--- src/core/rtc_flags_defines.svh ---
`ifndef RTC_FLAGS_DEFINES_SVH
`define RTC_FLAGS_DEFINES_SVH
// Purpose: offsets, bit positions, reset values and timing counts
// Assumes: 100 MHz i_ref_clk
// Notes: register address is the byte address on the memory bus
`define RTC_FLAGS_ADDR 17'h1fff0
`define FLAG_WATCHDOG 7
`define FLAG_ALARM 6
`define FLAG_SUPPLY 5
`define FLAG_OSC 4
`define FLAG_RSVD 3
`define FLAG_CAL 2
`define FLAG_WRITE 1
`define FLAG_READ 0
`define FLAGS_MODE_RESET 3'h0
`define CLK_HZ 100000000
`define OSC_START_MS 5
`define OSC_START_CYC ((`CLK_HZ / 1000) * `OSC_START_MS)
`define SQ_WAVE_HZ 512
`define SQ_HALF_CYC (`CLK_HZ / (2 * `SQ_WAVE_HZ))
`endif

--- src/core/rtc_flags_pkg.sv ---
// Purpose: shared types for the rtc flags block
// Assumes: nothing
// Notes: time image is seconds, minutes, hours, date (bcd bytes)
package rtc_flags_pkg;
  typedef logic [7:0] byte_t;
  typedef struct packed {
    byte_t date;
    byte_t hours;
    byte_t minutes;
    byte_t seconds;
  } time_s;
  typedef enum logic [1:0] {
    BUS_IDLE,
    BUS_READ,
    BUS_WRITE
  } bus_state_e;
endpackage

--- src/core/rtc_time_if.sv ---
// Purpose: time image carrier between the flag core and its helpers
// Assumes: single clock
// Notes: none
interface rtc_time_if;
  rtc_flags_pkg::time_s now;
  rtc_flags_pkg::time_s alarm;
  logic [3:0] alarm_mask;
  logic match;
  modport cmp (input now, input alarm, input alarm_mask, output match);
  modport core (output now, output alarm, output alarm_mask, input match);
endinterface

--- src/core/rtc_flags_reg.sv ---
// Contract
// watchdog flag sets when countdown reaches zero unreloaded.
// alarm flag sets when unmasked time fields equal alarm fields.
// supply-drop flag sets below threshold; cleared by flags read.
// oscillator-fail flag sets at power up if oscillator idle for 5 ms.
// oscillator-fail flag clears only when host writes 0.
// oscillator-fail flag survives power cycles; not reset here.
// calibration bit 1 drives 512 Hz square wave on interrupt pin.
// calibration bit resets to 0 on power up.
// write-time bit 1 freezes user-visible time registers.
// write-time falling copies user time into counters.
// read bit 1 holds static time image; host clears it.
// flags read clears clear-on-read flags and releases level interrupt; here a read leaves o_int alone, it follows i_int_level.
// alarm field with mask bit 1 is ignored in the match.
// flags bit 3 reads 0, writes ignored.
//
// Purpose: flags/mode register of the rtc on the async memory bus
// Assumes: bus pins synchronised here; one 8-bit data lane
// Notes: osc flag is kept in a backed-up flop outside i_resetn
`include "rtc_flags_defines.svh"
module rtc_flags_reg (
  input wire logic i_ref_clk,
  input wire logic i_resetn,
  input wire logic i_por_n,
  input wire logic [16:0] i_addr,
  input wire logic i_ce_n,
  input wire logic i_we_n,
  input wire logic i_oe_n,
  input wire logic [7:0] i_dq,
  output logic [7:0] o_dq,
  output logic o_dq_oe,
  input wire logic i_wdog_expire,
  input wire logic i_supply_low,
  input wire logic i_osc_running,
  input wire logic i_tick,
  input wire logic [31:0] i_user_time,
  input wire logic [31:0] i_alarm_time,
  input wire logic [3:0] i_alarm_mask,
  input wire logic i_int_level,
  output logic o_int,
  output logic o_time_frozen,
  output logic o_time_load,
  output logic o_read_hold,
  output logic [31:0] o_count_time,
  output logic [31:0] o_visible_time
);
  localparam int OSC_CYC = `OSC_START_CYC;
  // two-flop sync of bus, supply, osc and watchdog pins
  // reset to idle pin levels: strobes high, supply ok, osc up, no expiry
  // a one here on supply or watchdog would fake a flag set after reset
  logic [5:0] s1_reg, s2_reg;
  always_ff @(posedge i_ref_clk or negedge i_resetn) begin
    if (!i_resetn) begin
      s1_reg <= 6'h3a;
      s2_reg <= 6'h3a;
    end else begin
      s1_reg <= {i_ce_n, i_we_n, i_oe_n, i_supply_low, i_osc_running,
                 i_wdog_expire};
      s2_reg <= s1_reg;
    end
  end
  logic [16:0] a1_reg, a2_reg;
  logic [7:0] d1_reg, d2_reg;
  always_ff @(posedge i_ref_clk or negedge i_resetn) begin
    if (!i_resetn) begin
      a1_reg <= 17'h0;
      a2_reg <= 17'h0;
      d1_reg <= 8'h0;
      d2_reg <= 8'h0;
    end else begin
      a1_reg <= i_addr;
      a2_reg <= a1_reg;
      d1_reg <= i_dq;
      d2_reg <= d1_reg;
    end
  end
  logic ce_n, we_n, oe_n, sup_low, osc_run, wd_exp;
  assign {ce_n, we_n, oe_n, sup_low, osc_run, wd_exp} = s2_reg;
  logic sel;
  assign sel = !ce_n && (a2_reg == `RTC_FLAGS_ADDR);

  // bus access: one read or write event per chip-enable/strobe assertion
  rtc_flags_pkg::bus_state_e bus_reg, bus_next;
  logic rd_evt, wr_evt;
  always_comb begin
    bus_next = bus_reg;
    rd_evt = 1'b0;
    wr_evt = 1'b0;
    unique case (bus_reg)
      rtc_flags_pkg::BUS_IDLE: begin
        if (sel && !we_n) begin
          bus_next = rtc_flags_pkg::BUS_WRITE;
        end else if (sel && !oe_n) begin
          bus_next = rtc_flags_pkg::BUS_READ;
        end
      end
      rtc_flags_pkg::BUS_READ: begin
        if (oe_n || ce_n) begin
          bus_next = rtc_flags_pkg::BUS_IDLE;
          rd_evt = 1'b1; // clear happens after data was taken
        end
      end
      rtc_flags_pkg::BUS_WRITE: begin
        if (we_n || ce_n) begin
          bus_next = rtc_flags_pkg::BUS_IDLE;
          wr_evt = 1'b1; // data latched at end of write
        end
      end
    endcase
  end
  always_ff @(posedge i_ref_clk or negedge i_resetn) begin
    if (!i_resetn) begin
      bus_reg <= rtc_flags_pkg::BUS_IDLE;
    end else begin
      bus_reg <= bus_next;
    end
  end

  // alarm compare
  rtc_time_if tif ();
  rtc_alarm_cmp u_cmp (
    .t(tif.cmp)
  );
  assign tif.alarm = i_alarm_time;
  assign tif.alarm_mask = i_alarm_mask;

  // event and mode flags
  logic wdf_reg, wdf_next, af_reg, af_next, pf_reg, pf_next;
  logic [2:0] mode_reg, mode_next;
  logic match_d_reg, wd_d_reg;
  logic [7:0] wdata_reg;
  always_ff @(posedge i_ref_clk or negedge i_resetn) begin
    if (!i_resetn) begin
      wdata_reg <= 8'h0;
    end else if (sel && !we_n) begin
      wdata_reg <= d2_reg;
    end
  end
  always_comb begin
    wdf_next = wdf_reg;
    af_next = af_reg;
    pf_next = pf_reg;
    mode_next = mode_reg;
    if (rd_evt) begin
      wdf_next = 1'b0;
      af_next = 1'b0;
      pf_next = 1'b0;
    end
    if (wr_evt) begin
      mode_next = wdata_reg[`FLAG_CAL:`FLAG_READ];
    end
    // set wins over the clear
    if (wd_exp && !wd_d_reg) wdf_next = 1'b1;
    if (tif.match && !match_d_reg) af_next = 1'b1;
    if (sup_low) pf_next = 1'b1;
  end
  always_ff @(posedge i_ref_clk or negedge i_resetn) begin
    if (!i_resetn) begin
      wdf_reg <= 1'b0;
      af_reg <= 1'b0;
      pf_reg <= 1'b0;
      mode_reg <= `FLAGS_MODE_RESET;
      match_d_reg <= 1'b0;
      wd_d_reg <= 1'b0;
    end else begin
      wdf_reg <= wdf_next;
      af_reg <= af_next;
      pf_reg <= pf_next;
      mode_reg <= mode_next;
      match_d_reg <= tif.match;
      wd_d_reg <= wd_exp;
    end
  end

  // oscillator fail: power-on check, on its own backed-up reset
  // i_resetn does not touch it, so a plain system reset keeps it
  logic oscillator_fail_flag_reg, oscillator_fail_flag_next, chk_done_reg, chk_done_next;
  logic [19:0] osc_cnt_reg, osc_cnt_next;
  always_comb begin
    oscillator_fail_flag_next = oscillator_fail_flag_reg;
    chk_done_next = chk_done_reg;
    osc_cnt_next = osc_cnt_reg;
    if (!chk_done_reg) begin
      if (osc_run) begin
        chk_done_next = 1'b1;
      end else if (osc_cnt_reg == 20'(OSC_CYC - 1)) begin
        chk_done_next = 1'b1;
        oscillator_fail_flag_next = 1'b1;
      end else begin
        osc_cnt_next = osc_cnt_reg + 20'h1;
      end
    end
    if (wr_evt && !wdata_reg[`FLAG_OSC]) oscillator_fail_flag_next = 1'b0;
  end
  always_ff @(posedge i_ref_clk or negedge i_por_n) begin
    if (!i_por_n) begin
      chk_done_reg <= 1'b0;
      osc_cnt_reg <= 20'h0;
    end else begin
      chk_done_reg <= chk_done_next;
      osc_cnt_reg <= osc_cnt_next;
    end
  end
  always_ff @(posedge i_ref_clk) begin
    oscillator_fail_flag_reg <= oscillator_fail_flag_next;
  end

  // timekeeping counter and visible image
  logic [31:0] cnt_reg, cnt_next, vis_reg, vis_next;
  logic w_d_reg;
  assign tif.now = cnt_reg;
  always_comb begin
    cnt_next = cnt_reg;
    vis_next = vis_reg;
    if (i_tick) cnt_next = cnt_reg + 32'h1;
    if (w_d_reg && !mode_reg[`FLAG_WRITE]) begin
      cnt_next = i_user_time;
      vis_next = i_user_time;
    end else if (!mode_reg[`FLAG_WRITE] && !mode_reg[`FLAG_READ]) begin
      vis_next = cnt_reg;
    end
  end
  always_ff @(posedge i_ref_clk or negedge i_resetn) begin
    if (!i_resetn) begin
      cnt_reg <= 32'h0;
      vis_reg <= 32'h0;
      w_d_reg <= 1'b0;
    end else begin
      cnt_reg <= cnt_next;
      vis_reg <= vis_next;
      w_d_reg <= mode_reg[`FLAG_WRITE];
    end
  end
  assign o_count_time = cnt_reg;
  assign o_visible_time = vis_reg;
  assign o_time_frozen = mode_reg[`FLAG_WRITE];
  assign o_read_hold = mode_reg[`FLAG_READ];
  assign o_time_load = w_d_reg && !mode_reg[`FLAG_WRITE];

  // interrupt pin: square wave in calibration mode
  logic wave;
  rtc_sq_wave u_sq (
    .i_ref_clk(i_ref_clk),
    .i_resetn(i_resetn),
    .i_en(mode_reg[`FLAG_CAL]),
    .o_wave(wave)
  );
  assign o_int = mode_reg[`FLAG_CAL] ? wave : i_int_level;

  // read data
  logic [7:0] rdata_reg;
  always_ff @(posedge i_ref_clk or negedge i_resetn) begin
    if (!i_resetn) begin
      rdata_reg <= 8'h0;
    end else begin
      rdata_reg <= {wdf_reg, af_reg, pf_reg, oscillator_fail_flag_reg, 1'b0, mode_reg};
    end
  end
  assign o_dq = rdata_reg;
  assign o_dq_oe = sel && !oe_n && we_n;

  chk_rsvd_zero: assert property (@(posedge i_ref_clk) disable iff (!i_resetn)
    !o_dq[`FLAG_RSVD]) else $error("reserved bit set");
  chk_rd_clears: assert property (@(posedge i_ref_clk) disable iff (!i_resetn)
    rd_evt && !wd_exp && !sup_low && !tif.match |=> !wdf_reg && !pf_reg)
    else $error("read did not clear flags");
  chk_osc_sticky: assert property (@(posedge i_ref_clk) disable iff (!i_resetn)
    oscillator_fail_flag_reg && !wr_evt |=> oscillator_fail_flag_reg) else $error("osc flag lost");
  chk_wd_set: assert property (@(posedge i_ref_clk) disable iff (!i_resetn)
    wd_exp && !wd_d_reg |=> wdf_reg) else $error("watchdog flag missed");
  chk_alarm_set: assert property (@(posedge i_ref_clk) disable iff (!i_resetn)
    tif.match && !match_d_reg |=> af_reg) else $error("alarm missed");
  chk_pf_set: assert property (@(posedge i_ref_clk) disable iff (!i_resetn)
    sup_low |=> pf_reg) else $error("supply flag missed");
  chk_freeze_hold: assert property (@(posedge i_ref_clk)
    disable iff (!i_resetn) mode_reg[`FLAG_READ] && $past(mode_reg[`FLAG_READ])
    && !o_time_load |-> $stable(vis_reg)) else $error("image moved");
  chk_load_copy: assert property (@(posedge i_ref_clk) disable iff (!i_resetn)
    o_time_load |=> cnt_reg == $past(i_user_time))
    else $error("load not copied");
  chk_cal_int: assert property (@(posedge i_ref_clk) disable iff (!i_resetn)
    !mode_reg[`FLAG_CAL] |-> o_int == i_int_level)
    else $error("int not normal");
  chk_osc_set: assert property (@(posedge i_ref_clk) disable iff (!i_por_n)
    !chk_done_reg && !osc_run && osc_cnt_reg == 20'(OSC_CYC - 1)
    |=> oscillator_fail_flag_reg) else $error("osc fail flag missed");
  chk_drive_sel: assert property (@(posedge i_ref_clk)
    disable iff (!i_resetn) o_dq_oe |-> sel && we_n)
    else $error("data driven while not selected"); // bus drive only on a selected read
  cov_alarm: cover property (@(posedge i_ref_clk) tif.match && !match_d_reg);
  cov_read: cover property (@(posedge i_ref_clk) rd_evt);
  cov_write: cover property (@(posedge i_ref_clk) wr_evt);
  cov_load: cover property (@(posedge i_ref_clk) o_time_load);
endmodule

--- src/core/rtc_alarm_cmp.sv ---
// Purpose: alarm comparator on unmasked fields
// Assumes: fields are bcd bytes
// Notes: a mask bit of 1 drops its field from the match
module rtc_alarm_cmp (
  rtc_time_if.cmp t
);
  function automatic logic field_ok(input logic m, input logic [7:0] a,
                                    input logic [7:0] b);
    field_ok = m | (a == b);
  endfunction
  always_comb begin
    t.match = field_ok(t.alarm_mask[0], t.alarm.seconds, t.now.seconds) &
              field_ok(t.alarm_mask[1], t.alarm.minutes, t.now.minutes) &
              field_ok(t.alarm_mask[2], t.alarm.hours, t.now.hours) &
              field_ok(t.alarm_mask[3], t.alarm.date, t.now.date);
  end
endmodule

--- src/core/rtc_sq_wave.sv ---
// Purpose: 512 Hz calibration square wave
// Assumes: 100 MHz i_ref_clk
// Notes: held low and counter cleared while disabled
`include "rtc_flags_defines.svh"
module rtc_sq_wave (
  input wire logic i_ref_clk,
  input wire logic i_resetn,
  input wire logic i_en,
  output logic o_wave
);
  localparam int HALF = `SQ_HALF_CYC;
  logic [16:0] cnt_reg, cnt_next;
  logic wave_reg, wave_next;
  always_comb begin
    cnt_next = cnt_reg;
    wave_next = wave_reg;
    if (!i_en) begin
      cnt_next = 17'h0;
      wave_next = 1'b0;
    end else if (cnt_reg == 17'(HALF - 1)) begin
      cnt_next = 17'h0;
      wave_next = ~wave_reg;
    end else begin
      cnt_next = cnt_reg + 17'h1;
    end
  end
  always_ff @(posedge i_ref_clk or negedge i_resetn) begin
    if (!i_resetn) begin
      cnt_reg <= 17'h0;
      wave_reg <= 1'b0;
    end else begin
      cnt_reg <= cnt_next;
      wave_reg <= wave_next;
    end
  end
  assign o_wave = wave_reg;
endmodule

--- config.mk ---
export PLATFORM = sky130hd
export DESIGN_NAME = rtc_flags_reg
export DESIGN_NICKNAME = d
export VERILOG_FILES = /design/src/core/rtc_flags_pkg.sv /design/src/core/rtc_time_if.sv /design/src/core/rtc_flags_reg.sv /design/src/core/rtc_alarm_cmp.sv /design/src/core/rtc_sq_wave.sv
export VERILOG_INCLUDE_DIRS = /design/src /design/src/core
export SDC_FILE = /design/constraint.sdc
export NUM_CORES = 1
export LEC_CHECK = 0
export ABC_AREA = 1
export BUFFER_PORTS_ARGS = -buffer_cell sky130_fd_sc_hd__buf_2
export CAP_MARGIN = 10
export CORE_MARGIN = 3
export CORE_UTILIZATION = 50
export DETAILED_ROUTE_END_ITERATION = 8
export GPL_TIMING_DRIVEN = 0
export PLACE_DENSITY = 0.79
export REMOVE_ABC_BUFFERS = 1
export SLEW_MARGIN = 20
export SYNTH_ARGS = -nofsm -noshare
export SYNTH_HDL_FRONTEND = slang
export SYNTH_HIERARCHICAL = 1
export SYNTH_SLANG_ARGS = --single-unit
--- constraint.sdc ---
create_clock -name i_ref_clk -period 2.4 [get_ports i_ref_clk]
set_input_delay 0.6 -clock i_ref_clk [delete_from_list [all_inputs] [get_ports i_ref_clk]]
set_output_delay 0.6 -clock i_ref_clk [all_outputs]
set_load 0.02 [all_outputs]
==> impl_metrics.toml <==
[outcome]
outcome = "finished, final reports clean"

[timing]
whs_ns = 0.09231
setup_ws_ns = 0.1406
fmax_mhz = 442.6
drv_slew = 0
maxSlewHeadroom = 0.4843
fin_tns_setup_ns = 0
fin_crit_sh = 0.9414
rsz0062_at_grt = "false"
skew_ns = 0.01205
setup_viol = 0
tightest_slew_ns = 0.7736
hold_violations = 0
min_period_ns = 2.259

[finish]
fin_area_um2 = 10630
mostFrequentLayoutCells = "nand2_1 (303), buf_2 (174), dfrtp_1 (170)"
drive_gt1_frac = 0.2261
postLayoutCoreUtil = 0.6125
seq_area_um2 = 4484
fill_cells = 1462
layout_commonest_cell = "nand2_1"
finalNetCount = 1353
multi_input_area_um2 = 3832
synthToLayoutAreaGrowth_pct = 19.70

[worst_setup_path]
cp-start-kind = "flip-flop"
crit_top_cell = "nor2_1"
critPathMaxStageDelay_ns = 0.36
crit_arrival_ns = 1.66
end_kind = "primary output"
worstPathRequired_ns = 1.80
critPathSlowestCell = "dfrtp_1"
cp_top_family = "simple AND/OR/NAND/NOR gates"
critPathBufInv = 1
crit_chain = "or2_0, nor2_1, nand3_1, nor2_1, buf_2"
crit_type = "reg2out"
crit_path_max_fanout = 2

[synthesis]
ys.flop_type = "dfrtp_1"
synth_largest_area_cell = "dfrtp_1"
async_flop_share = 0.9944
ys_types = 46
ys_seq_elements = 179
yosys_warnings = 6
synth-edff-count = 0
synthCells = 1068
synth_seq_area_share = 0.5049
yosys-top-cells-area = "dfrtp_1 (48%), nand2_1 (13%), nor2_1 (6.4%)"
syn_avg_cell_area_um2 = 8.316
synth_area_um2 = 8881
synth_top_area_frac = 0.4790

[clock_tree]
clk_pin_slew_ns = 0.07
cts_tree = "done"
cts-root-buf = "clkbuf_16"
insertion_delay_ns = 0.43
clkSinkCount = 179
hold_buffers = 0
numCtsBuffers = 17
clock_path_buffers = 2
h-tree-depth = 4

[floorplanning]
start_util = 0.5117
die_y_um = 139.3
dieArea_um2 = 19400
pin_count = 181
core_area_um2 = 17360
num_rows = 48
die_w_um = 139.3

[placed_design]
gp_congestion = 0.9174
hpwl_um = 15620
post-place-ws_ns = -0.3714
place_area_um2 = 9992
portBuffers = 175

[grt]
grt_pass1_wl_um = 36250
grt_pass1_vias = 7292
grt_max_degree = 97
grt_usage = 0.2299
antenna_found_initial = 2
grt.overflow.total = 0

[hold_path]
hp-class = "in2async"

[power_and_ir_drop]
peakVddDrop_mv = 0.5490
leakagePower_nw = 5.185
p_per_area_nw_per_um2 = 778.0

[route]
routed_wl_um = 22710
firstDrtPassIters = 6
ant_nets = 0
viasPerCell = 5.254
drc_errors = 0
drtIter0Drc = 662
avgRoutedWirePerCell_um = 15.32
vias = 7787

[flow_run]
maxCapViolCount = 0
power by group:
group / switching [mW] / internal [mW]
Combinational: 1.00 / 0.620
Clock: 1.23 / 1.66
Sequential: 0.409 / 3.34
cells by family (layout without fill, tap and decap cells):
| family | count (synthesis) | count (layout) | share of synthesized area |
|---|---|---|---|
| XOR/XNOR | 52 | 52 | 0.05128 |
| AO/OA/AOI/OAI | 97 | 97 | 0.06791 |
| adder cells (fa/ha/maj) | 6 | 6 | 0.008453 |
| multiplexers | 9 | 9 | 0.01127 |
| AND/OR/NAND/NOR | 585 | 586 | 0.2902 |
| other | 1 | 2 | 0.0004222 |
| flip-flops | 179 | 179 | 0.5049 |
| buffers and inverters | 139 | 326 | 0.06551 |
metrics by stage:
stage	power [mW]	std cells
6_report	8.270	1482
5_1_grt	8.661	1481
4_1_cts	8.314	1480
3_5_place_dp	5.424	1446
3_3_place_gp	5.357	1442
2_1_floorplan	4.758	1042
worst register-to-register path: stages (launching register included):
cell and delay, ns:
dfrtp_1 0.39, inv_1 0.24, nor2_4 0.11, buf_12 0.19, inv_2 0.57, nand2_1 0.21, o21ai_0 0.20, o21ai_0 0.09
o21ai_0 0.09
layout make-up:
class                           instances  share of cell area
Sequential cell                       179              0.4218
Multi-Input combinational cell        751              0.3605
Timing Repair Buffer                  180             0.09251
Clock buffer                           19             0.04073
Inverter                              113             0.04025
Tap cell                              225             0.02648
Clock inverter                         13             0.01671
Timing Repair inverter                  1           0.0007062
Antenna cell                            1           0.0002354
Yosys cell counts (all sizes together) (9+ instances only):
| cell | n |
|---|---|
| nand4 | 21 |
| buf | 20 |
| inv | 112 |
| nand2 | 310 |
| a31oi | 29 |
| o21ai | 42 |
| nor2 | 168 |
| nor3 | 13 |
| nand3 | 67 |
| a21oi | 9 |
| xnor2 | 35 |
| xor2 | 17 |
| dfrtp | 170 |
what timing repair did:
| action | CTS | global route |
|---|---|---|
| pin swaps | 2 | 0 |
| cloned | 1 | 1 |
| setup buffers | 1 | 0 |
| resized for setup | 1 | 1 |
| setup endpoints to repair | 27 | 26 |
path summary, 6_finish.rpt:
kind                                           start                          end  slack, ns  depth (start not counted)
worst min register to register  a1_reg[15]$_DFF_PN0_         a2_reg[15]$_DFF_PN0_       0.35                          0
min in group i_ref_clk                        i_ce_n          s1_reg[5]$_DFF_PN1_       0.27                          1
worst min-delay path                        i_resetn         a2_reg[10]$_DFF_PN0_       0.09                          1
worst max-delay path             a2_reg[1]$_DFF_PN0_                      o_dq_oe       0.14                          5
max in group asynchronous                   i_resetn    u_sq/cnt_reg[6]$_DFF_PN0_       1.44                          2
worst max register to register     o_dq[1]$_DFF_PN0_  o_count_time[6]$_DFFE_PN0P_       0.23                          8
routing by layer:
layer	wire (µm)	global-route usage
met1	9347	0.2971
met2	11390	0.3903
met3	1662	0.05773
met4	299	0.05716
met5	14	0
Note: power is estimated with default switching activity, not from simulation.
